$ cat src/include/uart_status_control_regs.vh
// Purpose: Register offsets, field positions and constants of the serial port.
// Assumes: Word addressed register port, one 32-bit word per register.
// Notes: Included by one core file and two of the bench files.
`ifndef UART_STATUS_CONTROL_REGS_VH
`define UART_STATUS_CONTROL_REGS_VH

`define ADDR_STATUS_CONTROL 4'h0
`define ADDR_MODE 4'h1
`define ADDR_TX_DATA 4'h2
`define ADDR_RX_DATA 4'h3
`define ADDR_IRQ_STATUS 4'h4
`define ADDR_IRQ_MASK 4'h5
`define ADDR_BAUD 4'h6

`define BIT_AUTO_ADDR_DETECT_ENABLE 24
`define ADDR_HI 23
`define ADDR_LO 16
`define TXISEL_HI 15
`define TXISEL_LO 14
`define BIT_TXINV 13
`define BIT_RXEN 12
`define BIT_TXBRK 11
`define BIT_TXEN 10
`define BIT_TXBF 9
`define BIT_TX_SHIFT_EMPTY 8
`define RXISEL_HI 7
`define RXISEL_LO 6
`define BIT_ADDRESS_CHAR_DETECT 5
`define BIT_RX_IDLE_FLAG 4
`define BIT_FRAMING_ERROR_FLAG 2
`define BIT_RX_OVERRUN_FLAG 1
`define BIT_RX_DATA_AVAILABLE 0

`define MODE_BIT_ON 15
`define MODE_BIT_INFRARED_ENCODE_ENABLE 12

`define TXISEL_FREE 2'h0
`define TXISEL_DONE 2'h1
`define TXISEL_EMPTY 2'h2

`define IRQ_TX 0
`define IRQ_RX 1
`define IRQ_OVERRUN 2
`define IRQ_FRAMING 3
`define IRQ_ADDR_MATCH 4
`define IRQ_WIDTH 5

`define BREAK_ZERO_BITS 4'hC
`define DATA_BITS 4'h8
`define BAUD_RESET 16'h0014

`endif

$ cat src/core/serial_tx_buffer.v
// Purpose: Small transmit character buffer with registered read data.
// Assumes: Write only when not full, read only when not empty.
// Notes: A flush empties it in one cycle.
`timescale 1ns/1ps
module serial_tx_buffer #(
  parameter WIDTH = 8,
  parameter DEPTH_LOG2 = 2
) (
  input wire clk_sys_i,
  input wire rst_i,
  input wire ce_i,
  input wire flush_i,
  input wire wr_i,
  input wire [WIDTH-1:0] wr_data_i,
  input wire rd_i,
  output reg [WIDTH-1:0] rd_data_o,
  output wire full_o,
  output wire empty_o
);
  localparam DEPTH = 1 << DEPTH_LOG2;
  reg [WIDTH-1:0] mem [0:DEPTH-1];
  reg [DEPTH_LOG2:0] wr_ptr;
  reg [DEPTH_LOG2:0] rd_ptr;

  assign empty_o = (wr_ptr == rd_ptr);
  assign full_o = (wr_ptr[DEPTH_LOG2] != rd_ptr[DEPTH_LOG2]) &&
    (wr_ptr[DEPTH_LOG2-1:0] == rd_ptr[DEPTH_LOG2-1:0]);

  always @(posedge clk_sys_i) begin
    if (ce_i && wr_i && !full_o && !flush_i) begin
      mem[wr_ptr[DEPTH_LOG2-1:0]] <= wr_data_i;
    end
  end

  always @(posedge clk_sys_i) begin
    if (rst_i) begin
      wr_ptr <= {(DEPTH_LOG2+1){1'b0}};
      rd_ptr <= {(DEPTH_LOG2+1){1'b0}};
      rd_data_o <= {WIDTH{1'b0}};
    end else if (ce_i) begin
      if (flush_i) begin
        wr_ptr <= {(DEPTH_LOG2+1){1'b0}};
        rd_ptr <= {(DEPTH_LOG2+1){1'b0}};
      end else begin
        if (wr_i && !full_o) begin
          wr_ptr <= wr_ptr + 1'b1;
        end
        if (rd_i && !empty_o) begin
          rd_data_o <= mem[rd_ptr[DEPTH_LOG2-1:0]];
          rd_ptr <= rd_ptr + 1'b1;
        end
      end
    end
  end
endmodule

$ cat src/core/uart_status_control.v
// Purpose: Serial port with status and control register, transmitter,
//   receiver, address detection and interrupt logic.
// Assumes: Pins synchronous to clk_sys_i; 8N1 frames; 16x oversampling.
// Notes: Register port is word addressed, read data one cycle later.
`timescale 1ns/1ps
`include "uart_status_control_regs.vh"

// Function
// RULE1 - Enable bit 24 turns automatic address detection on or off.
// RULE2 - Bits 23:16 hold the address character matched while detection is on.
// RULE3 - TX irq select: 10 empty, 01 all sent, 00 slot free; 11 reserved.
// RULE4 - Without infrared, invert bit 13 set gives idle low, clear idle high.
// RULE5 - With infrared, invert set gives encoded idle high, clear idle low.
// RULE6 - Receiver enable bit 12 with module on gives the port the RX pin.
// RULE7 - Break bit 11 sends start, twelve zeros, stop; then hardware clears.
// RULE8 - TX enable bit 10 drives the pin; clearing aborts and flushes buffer.
// RULE9 - Read-only bit 9 is one when the transmit buffer is full.
// RULE10 - Bits 31 to 25 read as zero.
// RULE11 - Software never writes code 11 into the TX irq select field.
// RULE12 - Overrun flag sets when a character meets a full receive buffer.
// RULE13 - Shift-empty reads one when idle; receive-idle reads one when idle.
module uart_status_control #(
  parameter TX_DEPTH_LOG2 = 2,
  parameter OVERSAMPLE = 16
) (
  input wire clk_sys_i,
  input wire rst_i,
  input wire ce_i,
  input wire [3:0] addr_i,
  input wire [31:0] wr_data_i,
  input wire wr_i,
  input wire rd_i,
  output reg [31:0] rd_data_o,
  input wire rx_pin_i,
  output reg tx_pin_o,
  output wire tx_pin_oe_o,
  output wire rx_pin_owned_o,
  output wire irq_o
);
  localparam S_IDLE = 4'h1;
  localparam S_START = 4'h2;
  localparam S_DATA = 4'h4;
  localparam S_STOP = 4'h8;
  // Counts are cut to the 4-bit oversample counters on purpose.
  localparam integer OS_LAST = OVERSAMPLE - 1;
  localparam integer OS_MID = OVERSAMPLE / 2 - 1;

  reg auto_addr_detect_enable;
  reg [7:0] addr_char;
  reg [1:0] tx_irq_select;
  reg tx_polarity_invert;
  reg rx_enable_bit;
  reg tx_break_request;
  reg tx_enable_bit;
  reg [1:0] rx_irq_select;
  reg address_char_detect;
  reg framing_error_flag;
  reg rx_overrun_flag;
  reg module_on;
  reg infrared_encode_enable;
  reg [15:0] baud_div;
  reg [`IRQ_WIDTH-1:0] irq_status;
  reg [`IRQ_WIDTH-1:0] irq_mask;
  reg [7:0] rx_data;
  reg rx_data_available;

  wire tx_on = module_on && tx_enable_bit;
  wire rx_on = module_on && rx_enable_bit;
  wire tx_flush = !tx_on;
  wire buf_full;
  wire buf_empty;
  wire [7:0] buf_data;
  reg buf_rd;
  wire buf_wr = wr_i && (addr_i == `ADDR_TX_DATA);

  // RULE8 buffer flush
  serial_tx_buffer #(
    .WIDTH(8),
    .DEPTH_LOG2(TX_DEPTH_LOG2)
  ) u_tx_buffer (
    .clk_sys_i(clk_sys_i),
    .rst_i(rst_i),
    .ce_i(ce_i),
    .flush_i(tx_flush),
    .wr_i(buf_wr),
    .wr_data_i(wr_data_i[7:0]),
    .rd_i(buf_rd),
    .rd_data_o(buf_data),
    .full_o(buf_full),
    .empty_o(buf_empty)
  );

  // Baud tick, shared by transmitter and receiver at 16x rate.
  reg [15:0] baud_cnt;
  wire baud_tick = (baud_cnt == 16'h0000);
  always @(posedge clk_sys_i) begin
    if (rst_i) begin
      baud_cnt <= 16'h0000;
    end else if (ce_i) begin
      baud_cnt <= baud_tick ? baud_div : baud_cnt - 16'h0001;
    end
  end

  // Transmitter.
  reg [3:0] tx_state;
  reg [3:0] tx_os;
  reg [3:0] tx_bits;
  reg [7:0] tx_shift;
  reg tx_is_break;
  reg tx_level;
  reg tx_load;
  reg tx_done_pulse;
  wire tx_shift_empty = (tx_state == S_IDLE) && !tx_load;
  wire tx_bit_end = baud_tick && (tx_os == OS_LAST[3:0]);

  always @(posedge clk_sys_i) begin
    if (rst_i) begin
      tx_state <= S_IDLE;
      tx_os <= 4'h0;
      tx_bits <= 4'h0;
      tx_shift <= 8'h00;
      tx_is_break <= 1'b0;
      tx_level <= 1'b1;
      tx_load <= 1'b0;
      buf_rd <= 1'b0;
      tx_done_pulse <= 1'b0;
    end else if (ce_i) begin
      buf_rd <= 1'b0;
      tx_done_pulse <= 1'b0;
      if (!tx_on) begin
        // RULE8 abort transfer
        tx_state <= S_IDLE;
        tx_load <= 1'b0;
        tx_level <= 1'b1;
      end else begin
        case (tx_state)
          S_IDLE: begin
            tx_level <= 1'b1;
            // Buffer read data arrive a cycle after buf_rd, so wait.
            if (tx_load && !buf_rd) begin
              tx_load <= 1'b0;
              tx_shift <= buf_data;
              tx_is_break <= tx_break_request;
              tx_state <= S_START;
              tx_os <= 4'h0;
            end else if (!buf_empty && !tx_load) begin
              buf_rd <= 1'b1;
              tx_load <= 1'b1;
            end
          end
          S_START: begin
            tx_level <= 1'b0;
            if (baud_tick) begin
              tx_os <= tx_os + 4'h1;
            end
            if (tx_bit_end) begin
              tx_state <= S_DATA;
              tx_bits <= 4'h0;
            end
          end
          S_DATA: begin
            // RULE7 twelve zero bits
            tx_level <= tx_is_break ? 1'b0 : tx_shift[0];
            if (baud_tick) begin
              tx_os <= tx_os + 4'h1;
            end
            if (tx_bit_end) begin
              tx_shift <= {1'b0, tx_shift[7:1]};
              tx_bits <= tx_bits + 4'h1;
              if (tx_bits == (tx_is_break ? `BREAK_ZERO_BITS - 4'h1 :
                  `DATA_BITS - 4'h1)) begin
                tx_state <= S_STOP;
              end
            end
          end
          S_STOP: begin
            tx_level <= 1'b1;
            if (baud_tick) begin
              tx_os <= tx_os + 4'h1;
            end
            if (tx_bit_end) begin
              tx_state <= S_IDLE;
              tx_done_pulse <= 1'b1;
            end
          end
          default: begin
            tx_state <= S_IDLE;
          end
        endcase
      end
    end
  end

  // RULE4 RULE5 idle polarity
  always @(posedge clk_sys_i) begin
    if (rst_i) begin
      tx_pin_o <= 1'b1;
    end else if (ce_i) begin
      if (infrared_encode_enable) begin
        // Encoded output pulses on zero bits, otherwise rests at idle.
        tx_pin_o <= tx_polarity_invert ^ (!tx_level && tx_os[3]);
      end else begin
        tx_pin_o <= tx_level ^ tx_polarity_invert;
      end
    end
  end
  // RULE8 pin ownership
  assign tx_pin_oe_o = tx_on;
  // RULE6 rx pin ownership
  assign rx_pin_owned_o = rx_on;

  // Receiver, sampling mid-bit.
  reg [3:0] rx_state;
  reg [3:0] rx_os;
  reg [3:0] rx_bits;
  reg [7:0] rx_shift;
  wire rx_in = rx_on ? rx_pin_i : 1'b1;
  wire rx_mid = baud_tick && (rx_os == OS_MID[3:0]);
  wire rx_end = baud_tick && (rx_os == OS_LAST[3:0]);
  wire rx_idle_flag = (rx_state == S_IDLE);
  reg rx_char_pulse;
  reg rx_framing_error_flag_pulse;

  always @(posedge clk_sys_i) begin
    if (rst_i) begin
      rx_state <= S_IDLE;
      rx_os <= 4'h0;
      rx_bits <= 4'h0;
      rx_shift <= 8'h00;
      rx_char_pulse <= 1'b0;
      rx_framing_error_flag_pulse <= 1'b0;
    end else if (ce_i) begin
      rx_char_pulse <= 1'b0;
      rx_framing_error_flag_pulse <= 1'b0;
      if (baud_tick && rx_state != S_IDLE) begin
        rx_os <= rx_os + 4'h1;
      end
      case (rx_state)
        S_IDLE: begin
          if (!rx_in) begin
            rx_state <= S_START;
            rx_os <= 4'h0;
          end
        end
        S_START: begin
          if (rx_mid && rx_in) begin
            rx_state <= S_IDLE;
          end else if (rx_end) begin
            rx_state <= S_DATA;
            rx_bits <= 4'h0;
          end
        end
        S_DATA: begin
          if (rx_mid) begin
            rx_shift <= {rx_in, rx_shift[7:1]};
          end
          if (rx_end) begin
            rx_bits <= rx_bits + 4'h1;
            if (rx_bits == `DATA_BITS - 4'h1) begin
              rx_state <= S_STOP;
            end
          end
        end
        S_STOP: begin
          if (rx_mid) begin
            rx_state <= S_IDLE;
            rx_char_pulse <= 1'b1;
            rx_framing_error_flag_pulse <= !rx_in;
          end
        end
        default: begin
          rx_state <= S_IDLE;
        end
      endcase
    end
  end

  // RULE1 RULE2 address match
  wire addr_hit = (rx_shift == addr_char);
  wire rx_accept = rx_char_pulse && (!auto_addr_detect_enable || addr_hit ||
    address_char_detect);
  // RULE12 overrun detect
  wire overrun_evt = rx_accept && rx_data_available;
  wire rx_read = rd_i && (addr_i == `ADDR_RX_DATA);

  // RULE3 tx irq select
  reg tx_irq_cond;
  always @* begin
    case (tx_irq_select)
      `TXISEL_EMPTY: tx_irq_cond = buf_empty;
      `TXISEL_DONE: tx_irq_cond = tx_done_pulse && buf_empty;
      `TXISEL_FREE: tx_irq_cond = !buf_full;
      default: tx_irq_cond = 1'b0;
    endcase
  end

  wire [`IRQ_WIDTH-1:0] irq_events = {
    rx_char_pulse && auto_addr_detect_enable && addr_hit,
    rx_framing_error_flag_pulse,
    overrun_evt,
    rx_accept,
    tx_irq_cond && tx_on
  };
  assign irq_o = |(irq_status & irq_mask);

  wire wr_sta = wr_i && (addr_i == `ADDR_STATUS_CONTROL);

  always @(posedge clk_sys_i) begin
    if (rst_i) begin
      auto_addr_detect_enable <= 1'b0;
      addr_char <= 8'h00;
      tx_irq_select <= `TXISEL_FREE;
      tx_polarity_invert <= 1'b0;
      rx_enable_bit <= 1'b0;
      tx_break_request <= 1'b0;
      tx_enable_bit <= 1'b0;
      rx_irq_select <= 2'h0;
      address_char_detect <= 1'b0;
      framing_error_flag <= 1'b0;
      rx_overrun_flag <= 1'b0;
      module_on <= 1'b0;
      infrared_encode_enable <= 1'b0;
      baud_div <= `BAUD_RESET;
      irq_status <= {`IRQ_WIDTH{1'b0}};
      irq_mask <= {`IRQ_WIDTH{1'b0}};
      rx_data <= 8'h00;
      rx_data_available <= 1'b0;
    end else if (ce_i) begin
      if (wr_sta) begin
        auto_addr_detect_enable <= wr_data_i[`BIT_AUTO_ADDR_DETECT_ENABLE];
        addr_char <= wr_data_i[`ADDR_HI:`ADDR_LO];
        tx_irq_select <= wr_data_i[`TXISEL_HI:`TXISEL_LO];
        tx_polarity_invert <= wr_data_i[`BIT_TXINV];
        rx_enable_bit <= wr_data_i[`BIT_RXEN];
        tx_enable_bit <= wr_data_i[`BIT_TXEN];
        rx_irq_select <= wr_data_i[`RXISEL_HI:`RXISEL_LO];
        address_char_detect <= wr_data_i[`BIT_ADDRESS_CHAR_DETECT];
        framing_error_flag <= wr_data_i[`BIT_FRAMING_ERROR_FLAG];
      end
      // RULE7 hardware clear
      if (tx_done_pulse && tx_is_break) begin
        tx_break_request <= 1'b0;
      end else if (wr_sta) begin
        tx_break_request <= wr_data_i[`BIT_TXBRK];
      end
      // RULE12 sticky overrun
      if (overrun_evt) begin
        rx_overrun_flag <= 1'b1;
      end else if (wr_sta) begin
        rx_overrun_flag <= wr_data_i[`BIT_RX_OVERRUN_FLAG];
      end
      if (rx_framing_error_flag_pulse) begin
        framing_error_flag <= 1'b1;
      end
      if (wr_i && addr_i == `ADDR_MODE) begin
        module_on <= wr_data_i[`MODE_BIT_ON];
        infrared_encode_enable <= wr_data_i[`MODE_BIT_INFRARED_ENCODE_ENABLE];
      end
      if (wr_i && addr_i == `ADDR_BAUD) begin
        baud_div <= wr_data_i[15:0];
      end
      if (wr_i && addr_i == `ADDR_IRQ_MASK) begin
        irq_mask <= wr_data_i[`IRQ_WIDTH-1:0];
      end
      // Events win over a write-one-to-clear in the same cycle.
      irq_status <= (irq_status & ~((wr_i && addr_i == `ADDR_IRQ_STATUS) ?
        wr_data_i[`IRQ_WIDTH-1:0] : {`IRQ_WIDTH{1'b0}})) | irq_events;
      // Overrun keeps the older character; the new one is dropped.
      if (rx_accept && !rx_data_available) begin
        rx_data <= rx_shift;
        rx_data_available <= 1'b1;
      end else if (rx_read) begin
        rx_data_available <= 1'b0;
      end
    end
  end

  // RULE9 RULE10 RULE13 status readback
  wire [31:0] sta_word = {7'h00, auto_addr_detect_enable, addr_char, tx_irq_select,
    tx_polarity_invert, rx_enable_bit, tx_break_request, tx_enable_bit,
    buf_full, tx_shift_empty, rx_irq_select, address_char_detect,
    rx_idle_flag, 1'b0, framing_error_flag, rx_overrun_flag,
    rx_data_available};

  always @(posedge clk_sys_i) begin
    if (rst_i) begin
      rd_data_o <= 32'h0000_0000;
    end else if (ce_i) begin
      rd_data_o <= 32'h0000_0000;
      if (rd_i) begin
        case (addr_i)
          `ADDR_STATUS_CONTROL: rd_data_o <= sta_word;
          `ADDR_MODE: rd_data_o <= {16'h0000, module_on, 2'h0,
            infrared_encode_enable, 12'h000};
          `ADDR_RX_DATA: rd_data_o <= {24'h00_0000, rx_data};
          `ADDR_IRQ_STATUS: rd_data_o <= {27'h000_0000, irq_status};
          `ADDR_IRQ_MASK: rd_data_o <= {27'h000_0000, irq_mask};
          `ADDR_BAUD: rd_data_o <= {16'h0000, baud_div};
          default: rd_data_o <= 32'h0000_0000;
        endcase
      end
    end
  end
endmodule

$ cat config.mk
export PLATFORM = sky130hd
export DESIGN_NAME = uart_status_control
export DESIGN_NICKNAME = d
export VERILOG_FILES = /design/src/core/serial_tx_buffer.v /design/src/core/uart_status_control.v
export VERILOG_INCLUDE_DIRS = /design/src /design/src/include
export SDC_FILE = /design/constraint.sdc
export NUM_CORES = 1
export LEC_CHECK = 0
export ABC_CLOCK_PERIOD_IN_PS = 3150
export BUFFER_PORTS_ARGS = -buffer_cell sky130_fd_sc_hd__buf_2
export CORE_MARGIN = 2
export CORE_UTILIZATION = 35
export CTS_BUF_LIST = sky130_fd_sc_hd__clkbuf_16
export DETAILED_ROUTE_END_ITERATION = 16
export PLACE_DENSITY = 0.55
export SLEW_MARGIN = 10
export SYNTH_ARGS = -nofsm -noshare
export SYNTH_HDL_FRONTEND = slang
export SYNTH_SLANG_ARGS = --single-unit
$ cat constraint.sdc
create_clock -name clk_sys_i -period 3.15 [get_ports clk_sys_i]
set_clock_uncertainty 0.05 [all_clocks]
set_input_delay 0.315 -clock clk_sys_i [delete_from_list [all_inputs] [get_ports clk_sys_i]]
set_output_delay 0.315 -clock clk_sys_i [all_outputs]
set_load 0.01 [all_outputs]
==> metrics <==
post-synthesis instance area=8800 um^2; drt initial violations=621; FF-to-FF End=tx_shift[7]$_SDFFE_PP0P_; layout overhead on the synthesized area=14.4%; crit start category=register; critical path capture point type=register; tightest slew margin relative to the limit=0.359; power share of the clock group=0.370; fin area=10100 um^2; Power per Cell Area=589 nW/um^2; depth of the most critical reg-to-reg path=5; post-CTS setup repair buffer count=0; non-filler cells, final=1351; count of nets left with antenna violations after detail routing=0; register bit total from synthesis=192; most frequent standard cell in the layout excluding fill and tap cells=sky130_fd_sc_hd__dfxtp_1; root cell of the clock tree=sky130_fd_sc_hd__clkbuf_16; area inside the core boundary=25000 um^2; I/O pin count=78; leakage power summed over all cells=0.00370 uW; Final min period=2620 ps; most used cells in the layout excluding fill and tap cells=sky130_fd_sc_hd__dfxtp_1 (160), sky130_fd_sc_hd__nand2_1 (131), sky130_fd_sc_hd__a21oi_1 (90); overflow left after global routing=0; drt via density=5.31; count of unresolved DRC violations after routing=0; number of global-route vias before repair=6714; fillers=2519; post-synthesis area per instance=9.14 um^2; Max Fanout on Critical Path=17; Min-Delay Startpoint=wr_data_i[17]; ys flop type=sky130_fd_sc_hd__dfxtp_1; final max-slew violation count=0; initial antenna violation count=0; vias post-DR=7180; worst hold path stage count=3; peak supply drop=0.323 mV; multi-input logic area=4300 um^2; first drt pass iteration count=6; number of hold buffers added after cts=0; share of final-layout standard cells stronger than drive strength 1=0.138; Internal Power=4120 uW; Placed Area=9470 um^2; chip width=163 um; unrepaired setup endpoints after global routing=false; net switching power=1800 uW; EDFF count, synth=32; area of all sequential standard cells=4160 um^2; count of synthesis-stage warnings from yosys=0; CTS clk-pin slew, worst paths=80 ps; Seq/Total Area, Yosys=0.473; Gate power share=0.178; endpoint arrival time on the critical path=2870 ps; wire length after detailed routing=23.3 mm; count of distinct cell types in the synthesized netlist=72; Sink Count=192; number of nets in the final layout=1060; status=completed; CP Data Required Time=3400 ps; CTS buffer count=17; Total GRT Usage=0.181; WS Path Type=reg -> reg; post-placement cell count=1319; Total Negative Setup Slacks=0 ps; post-detailed-route wirelength per cell=17.3 um; Initial Utilization=0.353; # resized after CTS=0; class of the tightest hold or removal check=in -> reg; pin count of the biggest net entering global routing=128; gate count of the mapped netlist=963; Placer Congestion=0.844; latest clock arrival within the worst-skew pair=430 ps; HPWL reported at the end of detailed placement=16.0 mm; max-cap violations=0; wire length of the first global-routing pass=37.6 mm; Worst Hold Endpoint=addr_char[1]$_SDFFE_PP0P_; Worst R2R Setup Slack=530 ps; CTS tree=yes; H-tree levels=4; sequential power share=0.453; Sw Share=0.304; async set-or-reset flop fraction in the synthesized netlist=0; final worst-path cycle share=0.832; chip height=163 um; number of buffers on the longest clock path=2; count of antenna diodes in the layout=0; Peak Freq=381 MHz; IO Port Bufs=63; Worst Max-Slew Pin Slew=959 ps; number of placement rows=58; number of hold-slack violations in the final timing report=0; Die Area=26400 um^2; setup violation total in the final timing report=0; beginning of the worst register-to-register path=baud_cnt[6]$_SDFFE_PP0P_
area by class of cell:
class | instances | area share
multi-input cells | 688 | 0.427
clock buffers | 18 | 0.0447
clock inverters | 14 | 0.0147
well taps | 330 | 0.0410
inverters | 21 | 0.00783
flip-flops and latches | 192 | 0.414
repair buffers | 88 | 0.0514
registers in the layout (all words and copies together), names as in the netlist, 5 cells and up:
signal and cells:
u_tx_buffer.mem 32, rd_data_o 25, baud_cnt 16, baud_div 16, addr_char 8, rx_data 8, rx_shift 8, tx_shift 8
u_tx_buffer.rd_data_o 8, irq_mask 5, irq_status 5
worst max-delay path, cell delays in order (launching register included):
cell                       delay (ps)
sky130_fd_sc_hd__dfxtp_1          360
sky130_fd_sc_hd__or4_1            670
sky130_fd_sc_hd__nor4_2           510
sky130_fd_sc_hd__and3_1           630
sky130_fd_sc_hd__nand3b_1         190
sky130_fd_sc_hd__a21oi_1           70
synth_stat cells (all sizes together), types with 9 or more instances:
master	count	share of area
buf	20	0.014
nand2	131	0.056
nor3	14	0.0097
ha	10	0.014
xnor2	13	0.013
nor4b	10	0.011
nor2b	10	0.0071
mux2i	49	0.056
edfxtp	32	0.11
nand3	27	0.015
inv	21	0.0090
nand2b	9	0.0064
o31ai	9	0.0077
a21oi	90	0.051
dfxtp	160	0.36
nor2	88	0.038
a22oi	27	0.023
and3	10	0.0071
clkbuf	48	0.020
nor4	9	0.0078
o21ai	45	0.026
worst max path at each step:
stage                                   from                       end  slack, ps  cells past startpoint
floorplan           baud_cnt[6]$_SDFFE_PP0P_  tx_shift[7]$_SDFFE_PP0P_       1030                      8
global placement    baud_cnt[6]$_SDFFE_PP0P_  tx_shift[7]$_SDFFE_PP0P_        590                      5
detailed placement  baud_cnt[6]$_SDFFE_PP0P_  tx_shift[7]$_SDFFE_PP0P_        520                      5
CTS                 baud_cnt[6]$_SDFFE_PP0P_  tx_shift[7]$_SDFFE_PP0P_        520                      5
global route        baud_cnt[6]$_SDFFE_PP0P_   tx_bits[0]$_SDFFE_PP0P_        350                      5
finish              baud_cnt[6]$_SDFFE_PP0P_  tx_shift[7]$_SDFFE_PP0P_        530                      5
kinds of logic (layout without fill, tap and decap cells):
logic type	after synthesis	count (layout)	synth area share
and+or+nand+nor	359	359	0.202
AOI/OAI and AO/OA	232	232	0.167
DFF	192	192	0.473
buffers and inverters	89	141	0.0438
muxes	60	60	0.0800
xor gates and xnor gates	20	20	0.0199
adders and majority gates	10	10	0.0142
other	1	7	0.000426
layer usage:
metal / GRT usage / routed length [um] / vias up
met5: 0 / 0 / -
met2: 0.291 / 10800 / 164
li1: - / - / 3561
met3: 0.0354 / 936 / 16
met1: 0.249 / 11200 / 3439
met4: 0.0515 / 349 / 0
power by group through the flow:
| stage | sequential [uW] | combinational, uW | clock [uW] |
|---|---|---|---|
| 3_3_place_gp | 2730 | 1040 | 0 |
| 2_1_floorplan | 2700 | 770 | 0 |
| 4_1_cts | 2680 | 1050 | 2240 |
| 3_5_place_dp | 2730 | 1040 | 0 |
| 5_1_grt | 2690 | 1170 | 2340 |
| 6_report | 2680 | 1050 | 2190 |
stage by stage:
step                       util  total power, uW  hold slack [ps]  setup WS (ps)
after floorplan               -             3470              364           1030
after global placement    0.379             3770              395            585
after detailed placement  0.379             3780              399            521
after CTS                 0.403             5970             40.9            520
after global routing      0.403             6200             53.7            354
final                     0.403             5930             59.7            528
No activity file was read; power rests on OpenSTA's default activity.
